==> src/dpc_params.svh <==
`ifndef DPC_PARAMS_SVH
`define DPC_PARAMS_SVH
`define DPC_CLK_MHZ 200
`define DPC_LOSS_US 500
`define DPC_FTW_W 48
`define DPC_DAC_W 14
`define DPC_MOD_W 16
`define DPC_PER_W 32
`define DPC_ERR_W 24
`define DPC_GAIN_W 4
`define DPC_AVG_LOG2 4
`define DPC_DIV_STEPS 7'd65
`define DPC_ADDR_W 5
`define DPC_OFS_CTRL 5'h00
`define DPC_OFS_RDIV 5'h04
`define DPC_OFS_SDIV 5'h08
`define DPC_OFS_GAIN 5'h0c
`define DPC_OFS_STAT 5'h10
`define DPC_OFS_FTWL 5'h14
`define DPC_OFS_FTWH 5'h18
`define DPC_CTRL_RST 8'h00
`define DPC_MOD_RST 16'h0001
`define DPC_GAIN_RST 4'h0
`endif

==> src/dpc_pkg.sv <==
`include "dpc_params.svh"
package dpc_pkg;
    typedef struct packed {
        logic hold_auto;
        logic s_fall;
        logic s_half;
        logic r_fall;
        logic r_half;
        logic ref_sel;
        logic est_en;
        logic enable;
    } dpc_ctrl_t;
    typedef struct packed {
        logic [`DPC_MOD_W-1:0] modulus;
        logic half;
        logic fall;
    } dpc_div_cfg_t;
    typedef enum logic [3:0] {
        ST_IDLE = 4'h1,
        ST_EST = 4'h2,
        ST_LOCK = 4'h4,
        ST_HOLD = 4'h8
    } dpc_state_t;
    typedef enum logic [2:0] {
        EST_WAIT = 3'h1,
        EST_COUNT = 3'h2,
        EST_CALC = 3'h4
    } dpc_est_t;
endpackage

==> src/dpc_divider.sv <==
`timescale 1ns/1ps
`default_nettype none
`include "dpc_params.svh"
module dpc_divider import dpc_pkg::*; (
    input wire logic core_clk,
    input wire logic arst_n,
    input wire logic clr,
    input wire logic sig,
    input var dpc_div_cfg_t cfg,
    output logic pulse
);
    logic sig_d_r;
    logic half_r;
    logic half_nxt;
    logic pulse_r;
    logic pulse_nxt;
    logic [`DPC_MOD_W-1:0] cnt_r;
    logic [`DPC_MOD_W-1:0] cnt_nxt;
    wire edge_w = cfg.fall ? (sig_d_r & ~sig) : (~sig_d_r & sig);
    wire [`DPC_MOD_W-1:0] last_w = (cfg.modulus == '0) ? '0 : cfg.modulus - 1'b1;
    wire wrap_w = edge_w && (cnt_r == last_w);
    assign cnt_nxt = clr ? '0 : wrap_w ? '0 : edge_w ? cnt_r + 1'b1 : cnt_r;
    assign half_nxt = clr ? 1'b0 : (wrap_w && cfg.half) ? ~half_r : half_r;
    assign pulse_nxt = !clr && wrap_w && (!cfg.half || half_r);
    assign pulse = pulse_r;

    always_ff @(posedge core_clk or negedge arst_n) begin
        if (!arst_n) begin
            sig_d_r <= 1'b0;
            half_r <= 1'b0;
            pulse_r <= 1'b0;
            cnt_r <= '0;
        end else begin
            sig_d_r <= sig;
            half_r <= half_nxt;
            pulse_r <= pulse_nxt;
            cnt_r <= cnt_nxt;
        end
    end
endmodule // dpc_divider
`default_nettype wire

==> src/dpc_estimator.sv <==
`timescale 1ns/1ps
`default_nettype none
`include "dpc_params.svh"
module dpc_estimator import dpc_pkg::*; (
    input wire logic core_clk,
    input wire logic arst_n,
    input wire logic start,
    input wire logic [`DPC_PER_W-1:0] period,
    input wire logic [`DPC_MOD_W:0] mult,
    output logic busy,
    output logic done,
    output logic [`DPC_FTW_W-1:0] quo
);
    localparam int NW = `DPC_MOD_W + 1 + `DPC_FTW_W;
    logic busy_r;
    logic done_r;
    logic [6:0] cnt_r;
    logic [`DPC_PER_W-1:0] per_r;
    logic [`DPC_PER_W:0] rem_r;
    logic [NW-1:0] num_r;
    logic [NW-1:0] acc_r;
    logic [`DPC_FTW_W-1:0] quo_r;
    wire [`DPC_PER_W:0] rem_sh_w = {rem_r[`DPC_PER_W-1:0], num_r[NW-1]};
    wire ge_w = rem_sh_w >= {1'b0, per_r};
    wire [NW-1:0] acc_nxt_w = {acc_r[NW-2:0], ge_w};
    assign busy = busy_r;
    assign done = done_r;
    assign quo = quo_r;

    always_ff @(posedge core_clk or negedge arst_n) begin
        if (!arst_n) begin
            busy_r <= 1'b0;
            done_r <= 1'b0;
            cnt_r <= '0;
            per_r <= '0;
            rem_r <= '0;
            num_r <= '0;
            acc_r <= '0;
            quo_r <= '0;
        end else begin
            done_r <= 1'b0;
            if (!busy_r && start) begin
                busy_r <= 1'b1;
                cnt_r <= `DPC_DIV_STEPS;
                per_r <= period;
                rem_r <= '0;
                num_r <= {mult, {`DPC_FTW_W{1'b0}}};
                acc_r <= '0;
            end else if (busy_r) begin
                rem_r <= ge_w ? rem_sh_w - {1'b0, per_r} : rem_sh_w;
                num_r <= {num_r[NW-2:0], 1'b0};
                acc_r <= acc_nxt_w;
                cnt_r <= cnt_r - 1'b1;
                if (cnt_r == 7'd1) begin
                    busy_r <= 1'b0;
                    done_r <= 1'b1;
                    quo_r <= (|acc_nxt_w[NW-1:`DPC_FTW_W]) ? '1 : acc_nxt_w[`DPC_FTW_W-1:0];
                end
            end
        end
    end
endmodule // dpc_estimator
`default_nettype wire

==> src/dpc_core.sv <==
// The register offsets and the Avalon-MM slave port were decided locally.
`timescale 1ns/1ps
`default_nettype none
`include "dpc_params.svh"
module dpc_core import dpc_pkg::*; #(
    parameter int unsigned LOSS_CYC = `DPC_LOSS_US * `DPC_CLK_MHZ
) (
    input wire logic core_clk,
    input wire logic arst_n,
    input wire logic [`DPC_ADDR_W-1:0] avs_address,
    input wire logic avs_read,
    input wire logic avs_write,
    input wire logic [31:0] avs_writedata,
    input wire logic [3:0] avs_byteenable,
    output logic [31:0] avs_readdata,
    output logic avs_waitrequest,
    input wire logic ref_a_in,
    input wire logic ref_b_in,
    input wire logic fed_back_clock_input,
    input wire logic hold_in,
    output logic hold_out,
    output logic hold_oe,
    output logic [`DPC_FTW_W-1:0] ftw_out,
    output logic dds_clk_out,
    output logic [`DPC_DAC_W-1:0] dac_word
);
    localparam int EW = `DPC_ERR_W;

    function automatic logic [31:0] dpc_be_merge(input logic [31:0] old_v, input logic [31:0] new_v,
                                                 input logic [3:0] be);
        logic [31:0] res;
        res = old_v;
        for (int i = 0; i < 4; i++) begin
            if (be[i]) begin
                res[i*8 +: 8] = new_v[i*8 +: 8];
            end
        end
        return res;
    endfunction

    function automatic logic [`DPC_MOD_W:0] dpc_eff_mod(input logic [`DPC_MOD_W-1:0] m, input logic half);
        logic [`DPC_MOD_W:0] b;
        b = (m == '0) ? {{`DPC_MOD_W{1'b0}}, 1'b1} : {1'b0, m};
        return half ? {b[`DPC_MOD_W-1:0], 1'b0} : b;
    endfunction

    dpc_ctrl_t ctrl_r;
    logic [`DPC_MOD_W-1:0] rdiv_r;
    logic [`DPC_MOD_W-1:0] sdiv_r;
    logic [`DPC_GAIN_W-1:0] gain_r;
    logic ack_r;
    logic [31:0] rdata_r;
    dpc_state_t st_r;
    dpc_state_t st_nxt;
    dpc_est_t est_r;
    logic est_start_r;
    logic [`DPC_PER_W-1:0] est_per_r;
    logic ref_seen_r;
    logic fb_seen_r;
    logic [EW-2:0] tcnt_r;
    logic signed [EW-1:0] err_r;
    logic err_vld_r;
    logic [31:0] loss_cnt_r;
    logic [`DPC_FTW_W-1:0] ftw_r;
    logic [`DPC_FTW_W-1:0] ftw_nxt;
    logic [`DPC_FTW_W-1:0] phase_r;
    logic [`DPC_FTW_W+`DPC_AVG_LOG2-1:0] avg_sum_r;
    logic [`DPC_AVG_LOG2-1:0] avg_cnt_r;
    logic [`DPC_FTW_W-1:0] avg_r;
    logic avg_vld_r;
    logic pfd_ref_w;
    logic pfd_fb_w;
    logic est_busy_w;
    logic est_done_w;
    logic [`DPC_FTW_W-1:0] est_q_w;

    wire req_w = avs_read | avs_write;
    wire acc_w = req_w & ~ack_r;
    wire wr_w = avs_write & ack_r;
    wire sel_ctrl_w = avs_address == `DPC_OFS_CTRL;
    wire sel_rdiv_w = avs_address == `DPC_OFS_RDIV;
    wire sel_sdiv_w = avs_address == `DPC_OFS_SDIV;
    wire sel_gain_w = avs_address == `DPC_OFS_GAIN;
    wire sel_stat_w = avs_address == `DPC_OFS_STAT;
    wire sel_ftwl_w = avs_address == `DPC_OFS_FTWL;
    wire sel_ftwh_w = avs_address == `DPC_OFS_FTWH;
    wire [31:0] wr_ctrl_w = dpc_be_merge({24'h0, ctrl_r}, avs_writedata, avs_byteenable);
    wire [31:0] wr_rdiv_w = dpc_be_merge({16'h0, rdiv_r}, avs_writedata, avs_byteenable);
    wire [31:0] wr_sdiv_w = dpc_be_merge({16'h0, sdiv_r}, avs_writedata, avs_byteenable);
    wire [31:0] wr_gain_w = dpc_be_merge({28'h0, gain_r}, avs_writedata, avs_byteenable);
    wire lost_w = loss_cnt_r >= LOSS_CYC;
    wire hold_req_w = ctrl_r.hold_auto ? lost_w : hold_in;
    wire [31:0] stat_w = {24'h0, avg_vld_r, est_busy_w, lost_w, 1'b0, st_r};
    wire [31:0] rd_mux_w = sel_ctrl_w ? {24'h0, ctrl_r} :
                           sel_rdiv_w ? {16'h0, rdiv_r} :
                           sel_sdiv_w ? {16'h0, sdiv_r} :
                           sel_gain_w ? {28'h0, gain_r} :
                           sel_stat_w ? stat_w :
                           sel_ftwl_w ? ftw_r[31:0] :
                           sel_ftwh_w ? {16'h0, ftw_r[`DPC_FTW_W-1:32]} : 32'h0;
    wire ref_w = ctrl_r.ref_sel ? ref_b_in : ref_a_in;
    wire signed [`DPC_FTW_W-1:0] step_w = $signed({{(`DPC_FTW_W-EW){err_r[EW-1]}}, err_r}) <<< gain_r;
    wire loop_upd_w = (st_r == ST_LOCK) && err_vld_r && ctrl_r.enable && !hold_req_w;
    wire [`DPC_FTW_W+`DPC_AVG_LOG2-1:0] avg_tot_w = avg_sum_r + ftw_r;

    assign avs_waitrequest = req_w & ~ack_r;
    assign avs_readdata = rdata_r;
    assign hold_oe = ctrl_r.hold_auto;
    assign hold_out = st_r == ST_HOLD;
    assign ftw_out = ftw_r;
    assign dds_clk_out = phase_r[`DPC_FTW_W-1];
    assign dac_word = phase_r[`DPC_FTW_W-1 -: `DPC_DAC_W];

    dpc_divider u_rdiv (
        .core_clk(core_clk),
        .arst_n(arst_n),
        .clr(!ctrl_r.enable),
        .sig(ref_w),
        .cfg({rdiv_r, ctrl_r.r_half, ctrl_r.r_fall}),
        .pulse(pfd_ref_w)
    );

    dpc_divider u_sdiv (
        .core_clk(core_clk),
        .arst_n(arst_n),
        .clr(!ctrl_r.enable),
        .sig(fed_back_clock_input),
        .cfg({sdiv_r, ctrl_r.s_half, ctrl_r.s_fall}),
        .pulse(pfd_fb_w)
    );

    dpc_estimator u_est (
        .core_clk(core_clk),
        .arst_n(arst_n),
        .start(est_start_r),
        .period(est_per_r),
        .mult(dpc_eff_mod(sdiv_r, ctrl_r.s_half)),
        .busy(est_busy_w),
        .done(est_done_w),
        .quo(est_q_w)
    );

    always_comb begin
        st_nxt = st_r;
        case (st_r)
            ST_IDLE: if (ctrl_r.enable) st_nxt = ctrl_r.est_en ? ST_EST : ST_LOCK;
            ST_EST: begin
                if (!ctrl_r.enable) st_nxt = ST_IDLE;
                else if (hold_req_w) st_nxt = ST_HOLD;
                else if (est_done_w && est_r == EST_CALC) st_nxt = ST_LOCK;
            end
            ST_LOCK: begin
                if (!ctrl_r.enable) st_nxt = ST_IDLE;
                else if (hold_req_w) st_nxt = ST_HOLD;
            end
            ST_HOLD: begin
                if (!ctrl_r.enable) st_nxt = ST_IDLE;
                else if (!hold_req_w) st_nxt = ctrl_r.est_en ? ST_EST : ST_LOCK;
            end
            default: st_nxt = ST_IDLE;
        endcase
    end

    always_comb begin
        ftw_nxt = ftw_r;
        if (st_nxt == ST_IDLE) ftw_nxt = '0;
        else if (st_nxt == ST_HOLD && st_r != ST_HOLD && avg_vld_r) ftw_nxt = avg_r;
        else if (st_r == ST_EST && st_nxt == ST_LOCK) ftw_nxt = est_q_w;
        else if (loop_upd_w) ftw_nxt = ftw_r + $unsigned(step_w);
    end

    always_ff @(posedge core_clk or negedge arst_n) begin
        if (!arst_n) begin
            ack_r <= 1'b0;
            rdata_r <= 32'h0;
            ctrl_r <= `DPC_CTRL_RST;
            rdiv_r <= `DPC_MOD_RST;
            sdiv_r <= `DPC_MOD_RST;
            gain_r <= `DPC_GAIN_RST;
        end else begin
            ack_r <= acc_w;
            if (avs_read && acc_w) rdata_r <= rd_mux_w;
            if (wr_w && sel_ctrl_w) ctrl_r <= dpc_ctrl_t'(wr_ctrl_w[7:0]);
            if (wr_w && sel_rdiv_w) rdiv_r <= wr_rdiv_w[`DPC_MOD_W-1:0];
            if (wr_w && sel_sdiv_w) sdiv_r <= wr_sdiv_w[`DPC_MOD_W-1:0];
            if (wr_w && sel_gain_w) gain_r <= wr_gain_w[`DPC_GAIN_W-1:0];
        end
    end

    always_ff @(posedge core_clk or negedge arst_n) begin
        if (!arst_n) begin
            ref_seen_r <= 1'b0;
            fb_seen_r <= 1'b0;
            tcnt_r <= '0;
            err_r <= '0;
            err_vld_r <= 1'b0;
        end else begin
            err_vld_r <= 1'b0;
            if (ref_seen_r || fb_seen_r) tcnt_r <= (&tcnt_r) ? tcnt_r : tcnt_r + 1'b1;
            if (pfd_ref_w && pfd_fb_w) begin
                err_r <= '0;
                err_vld_r <= 1'b1;
                ref_seen_r <= 1'b0;
                fb_seen_r <= 1'b0;
            end else if (pfd_ref_w) begin
                if (fb_seen_r) begin
                    err_r <= -$signed({1'b0, tcnt_r});
                    err_vld_r <= 1'b1;
                    fb_seen_r <= 1'b0;
                end else begin
                    ref_seen_r <= 1'b1;
                    tcnt_r <= '0;
                end
            end else if (pfd_fb_w) begin
                if (ref_seen_r) begin
                    err_r <= $signed({1'b0, tcnt_r});
                    err_vld_r <= 1'b1;
                    ref_seen_r <= 1'b0;
                end else begin
                    fb_seen_r <= 1'b1;
                    tcnt_r <= '0;
                end
            end
        end
    end

    always_ff @(posedge core_clk or negedge arst_n) begin
        if (!arst_n) begin
            st_r <= ST_IDLE;
            est_r <= EST_WAIT;
            est_start_r <= 1'b0;
            est_per_r <= '0;
            loss_cnt_r <= 32'h0;
        end else begin
            st_r <= st_nxt;
            est_start_r <= 1'b0;
            loss_cnt_r <= pfd_ref_w ? 32'h0 : lost_w ? loss_cnt_r : loss_cnt_r + 32'h1;
            if (st_r != ST_EST) begin
                est_r <= EST_WAIT;
            end else begin
                case (est_r)
                    EST_WAIT: if (pfd_ref_w) begin
                        est_r <= EST_COUNT;
                        est_per_r <= {{(`DPC_PER_W-1){1'b0}}, 1'b1};
                    end
                    EST_COUNT: begin
                        est_per_r <= pfd_ref_w ? est_per_r : est_per_r + 1'b1;
                        if (pfd_ref_w) begin
                            est_r <= EST_CALC;
                            est_start_r <= 1'b1;
                        end
                    end
                    EST_CALC: est_r <= EST_CALC;
                    default: est_r <= EST_WAIT;
                endcase
            end
        end
    end

    always_ff @(posedge core_clk or negedge arst_n) begin
        if (!arst_n) begin
            ftw_r <= '0;
            phase_r <= '0;
            avg_sum_r <= '0;
            avg_cnt_r <= '0;
            avg_r <= '0;
            avg_vld_r <= 1'b0;
        end else begin
            ftw_r <= ftw_nxt;
            phase_r <= phase_r + ftw_r;
            if (st_r == ST_IDLE) begin
                avg_sum_r <= '0;
                avg_cnt_r <= '0;
                avg_vld_r <= 1'b0;
            end else if (loop_upd_w) begin
                avg_cnt_r <= avg_cnt_r + 1'b1;
                avg_sum_r <= (&avg_cnt_r) ? '0 : avg_tot_w;
                if (&avg_cnt_r) begin
                    avg_r <= avg_tot_w[`DPC_FTW_W+`DPC_AVG_LOG2-1:`DPC_AVG_LOG2];
                    avg_vld_r <= 1'b1;
                end
            end
        end
    end
endmodule // dpc_core
`default_nettype wire

==> config.mk <==
export PLATFORM = sky130hd
export DESIGN_NAME = dpc_core
export DESIGN_NICKNAME = d
export VERILOG_FILES = /design/src/dpc_pkg.sv /design/src/dpc_divider.sv /design/src/dpc_estimator.sv /design/src/dpc_core.sv
export VERILOG_INCLUDE_DIRS = /design/src /design/src/src
export SDC_FILE = /design/constraint.sdc
export NUM_CORES = 2
export LEC_CHECK = 0
export ABC_AREA = 1
export BUFFER_PORTS_ARGS = -buffer_cell sky130_fd_sc_hd__buf_2
export CAP_MARGIN = 20
export CELL_PAD_IN_SITES_DETAIL_PLACEMENT = 1
export CELL_PAD_IN_SITES_GLOBAL_PLACEMENT = 2
export CORE_MARGIN = 4
export CORE_UTILIZATION = 33
export DETAILED_ROUTE_END_ITERATION = 8
export GPL_TIMING_DRIVEN = 0
export PLACE_DENSITY = 0.74
export SETUP_SLACK_MARGIN = 0.3
export SLEW_MARGIN = 20
export SYNTH_ARGS = -nofsm -noshare
export SYNTH_HDL_FRONTEND = slang
export SYNTH_HIERARCHICAL = 1
export SYNTH_SLANG_ARGS = --single-unit
==> constraint.sdc <==
create_clock -name core_clk -period 2.7 [get_ports core_clk]
set_input_delay 0.405 -clock core_clk [delete_from_list [all_inputs] [get_ports core_clk]]
set_output_delay 0.405 -clock core_clk [all_outputs]
set_load 0.02 [all_outputs]
=== After elaboration in Yosys (flattened, before gate mapping) ===
Index checks and enable logic that the tools add are counted.
Widths: inputs -> output; s select.

* Input port bits: 49
* Output and inout port bits: 98
* Word-level logic and storage cells: 270
* Register bits after elaboration: 688

* Order comparisons: 2
* Mux-type cells: 100
* Equality and inequality tests: 33
* Bitwise logic cells: 17
* Shifts and indexed selects: 1
* $add $sub $neg: 14
* Reductions and logical operators: 56

{| class="wikitable"
|+ Operators with widths
! operator !! count
|-
| $mux 32 || 13
|-
| $mux 48 || 5
|-
| $mux 23 || 7
|-
| $mux 16 || 10
|-
| $mux 52 || 3
|-
| $mux 65 || 2
|-
| $mux 64 || 2
|-
| $mux 24 || 5
|-
| $add 48x48->48 || 2
|-
| $add 32x1->32 const B || 2
|-
| $pmux 32 s2 || 1
|-
| $add 52x48->52 || 1
|-
| $sshl 24x4->48 || 1
|-
| $mux 4 || 10
|-
| $ge 33x32->1 || 1
|-
| $mux 1 || 33
|-
| $add 16x1->16 const B || 2
|-
| $eq 16x16->1 || 2
|-
| $ge 32x17->1 const B || 1
|-
| $logic_not 16->1 || 2
|-
| $sub 16x1->16 const B || 2
|-
| $sub 32x32->32 || 1
|-
| $neg 23->24 || 1
|-
| $add 23x1->23 const B || 1
|-
| other kinds (41) || 113
|}

=== Logic depth before layout (Yosys ltp) ===
* Depth in word-level cells: 11
* Gate-level depth with buffers: 27
* Gate-level depth less buffers: 26

=== Cells and area by module ===
Netlist, hierarchy kept.

{| class="wikitable"
|+ By module, submodules not included
! module !! area each (um^2) !! cells each !! seq. area each (um^2) !! instances
|-
| dpc_core || 30843.3 || 4708 || 10014.6 || 1
|-
| dpc_estimator || 10701.5 || 1378 || 5054.8 || 1
|-
| dpc_divider at u_rdiv || 2039.5 || 349 || 475.5 || 1
|-
| dpc_divider at u_sdiv || 2016.9 || 348 || 475.5 || 1
|}

=== Least setup slack after synthesis ===
OpenSTA, ideal clock, no wires.

* Kind: flip-flop to flip-flop
* Start point: register gain_r[1]
* End point: register ftw_r[45], in the netlist ftw_out[45]
* Library setup time: 118 ps
* Buffers on the path: 2
* Stages on the path, launching flop included: 23
* Required time: 2582 ps
* Path slack: -273 ps
* Clock period less this slack: 2973 ps
* Arrival time: 2856 ps
* Cells stage by stage: dfrtp_1 > clkbuf_1 > buf_1 > mux2i_1 > inv_1 > o21ai_0 > o21ai_0 > ha_1 > nand2_1 > inv_1 > nand2_1 > nor3_1 > nand2_1 > nand2_1 > nand2_1 > nand2_1 > nand2_1 > nand2_1 > nand2_1 > nand3_1 > nand2_1 > nand2_1 > nand2_1

* Cells in the longest elaborated chain, start to end: 6

{| class="wikitable"
|+ Ends and longest elaborated chain
! what !! RTL line !! RTL
|-
| from (decl) || dpc_core.sv:50 || <nowiki>logic [`DPC_GAIN_W-1:0] gain_r;</nowiki>
|-
| from (signal assigned) || dpc_core.sv:179 || <nowiki>gain_r <= `DPC_GAIN_RST;</nowiki>
|-
| from (signal assigned) || dpc_core.sv:186 || <nowiki>if (wr_w && sel_gain_w) gain_r <= wr_gain_w[`DPC_GAIN_W-1:0];</nowiki>
|-
| $sshl 24x4->48 || dpc_core.sv:102 || <nowiki>wire signed [`DPC_FTW_W-1:0] step_w = $signed({{(`DPC_FTW_W-EW){err_r[EW-1]}}, err_r}) <<< gain_r;</nowiki>
|-
| $add 48x48->48 || dpc_core.sv:169 || <nowiki>else if (loop_upd_w) ftw_nxt = ftw_r + $unsigned(step_w);</nowiki>
|-
| $mux 48 || dpc_core.sv:169 ||
|-
| $mux 48 || dpc_core.sv:168 || <nowiki>else if (st_r == ST_EST && st_nxt == ST_LOCK) ftw_nxt = est_q_w;</nowiki>
|-
| $mux 48 || dpc_core.sv:167 || <nowiki>else if (st_nxt == ST_HOLD && st_r != ST_HOLD && avg_vld_r) ftw_nxt = avg_r;</nowiki>
|-
| $mux 48 || dpc_core.sv:166 || <nowiki>if (st_nxt == ST_IDLE) ftw_nxt = '0;</nowiki>
|-
| to (signal assigned) || dpc_core.sv:269 || <nowiki>ftw_r <= ftw_nxt;</nowiki>
|-
| to (decl) || dpc_core.sv:64 || <nowiki>logic [`DPC_FTW_W-1:0] ftw_r;</nowiki>
|}

No other way between the ends. The select of a mux whose other input is x is not followed.
A chain may end at the register's enable or synchronous reset.

=== Worst setup path in the final report ===
* Start point: register gain_r[0]
* End point: register ftw_r[20], in the netlist ftw_out[20]

Same word-level chain as after synthesis.

==> flow_summary_export.csv <==
group,metric,value,unit
cells_and_area,fin_util,42.4,%
synth,syn_area,45600,sq um
sta,rsz0062_at_grt,"yes",
floorplanning,core_area,137000,sq um
synth,synth-seq-cells,640,
detailed_routing,first_iter_violations,3102,
synth,syn_area_per_cell,6.72,sq um
clock_tree,cts.clk_slew.worst_paths,60,ps
clock_tree,clock_path_buffers,3,
global_route,grt_pass1_wl,302,mm
placement,dp_worst_setup_slack,-1400,ps
detailed_routing,drt_wl_total,202,mm
synth,synthXorXnorAreaFrac,2.69,%
sta,slew_viol_final,0,
cells_and_area,layout-drive-gt1-share,20.6,%
synth,synth_top_family_by_area,"simple AND/OR/NAND/NOR gates",
synth,yosysSeqAreaShare,35.1,%
synth,synth_compound_area_share,12.4,%
cells_and_area,final_cell_mix,"nand2_1, inv_1, dfrtp_1",
sta,finalSetupViolations,58,
sta,slew_headroom,30.6,%
outcome,violations,"setup timing",
worst_hold_path,hold_class,"in2reg",
setup_path,startpoint,"gain_r[0]$_DFFE_PN0P_",
sta,fin_skew,48.0,ps
cells_and_area,syn_to_final_growth,27.7,%
sta,final-hold-violation-count,0,
cells_and_area,layout_commonest_cell,"nand2_1",
pwr,p_per_area,462,nW/um^2
sta,tightest_slew,1040,ps
setup_path,r2r_start,"gain_r[0]$_DFFE_PN0P_",
sta,period_minus_slack,3420,ps
synth,ys_types,63,
floorplanning,dieHeight,380,microns
detailed_routing,drc,0,
global_route,track_usage,27.1,%
detailed_routing,wl_per_cell,22.3,microns
outcome,status,"complete, but fails checks",
setup_path,r2r-end,"ftw_out[20]$_DFFE_PN0P_",
synth,synth_edf_count,0,
sta,post-route-period-util,126,%
setup_path,critPathRequiredTime,3290,ps
setup_path,ff2ff_setup_slack,-720,ps
clock_tree,clk_latency,700,ps
setup_path,cp.arrival,4000,ps
sta,postLayoutSetupSlackWorst,-715,ps
synth,yosys_warnings,6,
job,maxCapViolations,0,
floorplanning,io_pins,147,
cells_and_area,n_fill_cell,17100,
pwr,p_leak,28.7,nW
setup_path,crit_end,"ftw_out[20]$_DFFE_PN0P_",
placement,hpwl,155,mm
clock_tree,cts_inserted_buffers,82,
floorplanning,dieArea,144000,sq um
detailed_routing,vias_per_cell,5.22,
clock_tree,htree_levels,3,
floorplanning,die_w,380,microns
clock_tree,cts.sinks,640,
global_route,grt_max_degree,92,
setup_path,setup.worst_path.start_class,"register",
detailed_routing,ant_nets,0,
synth,synth_fp_nets,7022,
floorplanning,initial_core_util,33.2,%
sta,fmax,0.293,GHz
synth,synth-adder-area-share,5.28,%
synth,synth-simple-area-share,33.5,%
cells_and_area,fin_nets,7433,
pwr,max-vdd-ir-drop,403,uV
global_route,antenna_found_initial,13,
global_route,grt_pass1_vias,48400,
placement,gp_congestion,0.959,
synth,netlist_instances,6783,
global_route,grt-ovfl-total,0,
setup_path,reg2reg_depth,15,
setup_path,criticalPathCategory,"reg2reg",
setup_path,crit_path_end_kind,"register",
synth,ys_async_sr_fraction,100,%
synth,synth_ff_type,"dfrtp_1",
detailed_routing,drt-pass1-iter-count,6,
synth,synth.area.mux_share,0.486,%
setup_path,cp_max_fo,8,
placement,io_buffers,127,
clock_tree,cts_root_buf,"clkbuf_16",
clock_tree,cts_tree,"built",
detailed_routing,vias,47300,
floorplanning,row_count,136,
## worst min path at each step
stage	from	end	slack [ps]	depth (start not counted)
2_1_floorplan	arst_n	ack_r$_DFF_PN0_	110	0
5_1_grt	avs_writedata[15]	sdiv_r[15]$_DFFE_PN0P_	50	3
6_report	avs_writedata[11]	rdiv_r[11]$_DFFE_PN0P_	70	3
3_3_place_gp	ack_r$_DFF_PN0_	ack_r$_DFF_PN0_	450	1
4_1_cts	avs_writedata[11]	rdiv_r[11]$_DFFE_PN0P_	7	3
3_5_place_dp	arst_n	u_est/rem_r[7]$_DFFE_PN0P_	300	1
## logic make-up (layout without fill, tap and decap cells)
logic type / count (synthesis) / in the layout
buffers and inverters: 1203 / 1684
adder cells (fa/ha/maj): 190 / 190
AO/OA/AOI/OAI: 1028 / 1028
XOR/XNOR: 140 / 140
multiplexers: 22 / 22
other: 0 / 7
AND/OR/NAND/NOR: 3560 / 3560
flip-flops: 640 / 640
## worst max-delay path, cell delays in order, from the launching register on
cell and delay [ps]:
dfrtp_1 360, buf_8 170, clkinvlp_4 240, o21ai_4 270
o21ai_4 90, nor3_2 290, ha_1 390, nand2_1 190
nor2_2 50, or2_2 370, nand2_1 110, nand3_1 190
xnor2_4 320, nor2_1 100, nor2_1 100, o21ai_1 80
## stage by stage
| step | TNS, ps | cell area (sq um) | hold WS, ps | std cells | power, mW |
|---|---|---|---|---|---|
| after floorplan | 0 | 45800 | 109 | 6783 | 12.8 |
| after global placement | -8743830 | 48700 | 446 | 8704 | 14.2 |
| after detailed placement | -109570 | 49000 | 302 | 8712 | 14.3 |
| after CTS | -24400 | 55400 | 7.18 | 8982 | 26.9 |
| after global routing | -36800 | 58200 | 45.3 | 9060 | 28.2 |
| final | -25130 | 58200 | 66.2 | 9065 | 26.9 |
## synth_stat cells, types with 13 or more instances
cell	instances	area (sq um)
or2_2	13	81.3
nand4_1	161	1010
o21a_1	18	135
nand3b_1	26	195
nor3_1	74	370
xor2_1	84	736
o21bai_1	42	315
a21oi_1	317	1590
clkbuf_1	112	420
nor2_2	23	144
nand3_1	509	2550
o21ai_0	426	2130
mux2i_1	21	210
a21o_1	14	105
inv_1	972	3650
nand2_1	1934	7260
nor2_1	699	2620
dfrtp_1	636	15900
xnor2_1	56	490
buf_6	13	146
buf_4	31	233
nor4_1	21	131
nor2_4	16	180
ha_1	186	2330
nand3_2	20	200
o211ai_1	14	105
nand2_2	21	131
o22ai_1	78	488
buf_2	45	225
a31oi_1	25	156
o21ai_1	40	200
## where the power goes
| group | internal, mW | switching [mW] |
|---|---|---|
| clock | 7.34 | 4.77 |
| combinational | 1.56 | 3.09 |
| sequential | 9.85 | 0.289 |
| total | 18.7 | 8.15 |
## area by class of cell
| type | count | area, sq um | share of cell area, % |
|---|---|---|---|
| Multi-Input combinational cell | 4940 | 29300 | 50.3 |
| Sequential cell | 640 | 16200 | 27.8 |
| Inverter | 993 | 3750 | 6.45 |
| Timing Repair Buffer | 327 | 2600 | 4.47 |
| Clock buffer | 121 | 2480 | 4.26 |
| Tap cell | 1794 | 2240 | 3.85 |
| Buffer | 210 | 1220 | 2.09 |
| Clock inverter | 33 | 474 | 0.814 |
| Antenna cell | 7 | 17.5 | 0.0301 |
## state kept, by name, summed over array words and instances (netlist names), 7 cells and up
| name | cells |
|---|---|
| avg_r | 48 |
| avg_sum_r | 52 |
| avs_readdata | 32 |
| ctrl_r | 7 |
| err_r | 24 |
| est_per_r | 32 |
| ftw_out | 48 |
| loss_cnt_r | 32 |
| phase_r | 48 |
| rdiv_r | 16 |
| sdiv_r | 16 |
| tcnt_r | 23 |
| u_est/acc_r | 64 |
| u_est/cnt_r | 7 |
| u_est/num_r | 17 |
| u_est/per_r | 32 |
| u_est/quo | 48 |
| u_est/rem_r | 32 |
| u_rdiv/cnt_r | 16 |
| u_sdiv/cnt_r | 16 |
## metal layers
metal	vias to the layer above	part of all wire (%)	global-route usage, %
met1	23400	46	38.3
met2	970	44	42.5
met5	-	0.0064	0
li1	22700	-	-
met4	2	2.9	6.86
met3	263	6.5	5.33
## timing repair
action / CTS / global route
setup buffers: 103 / 73
endpoints found under the hold margin: 175 / 0
gates resized for setup: 660 / 526
hold buffers: 11 / 0
pin swaps: 132 / 171
gates cloned: 2 / 3
endpoints found under the setup margin: 353 / 514
(Power assumes the default switching activity.)
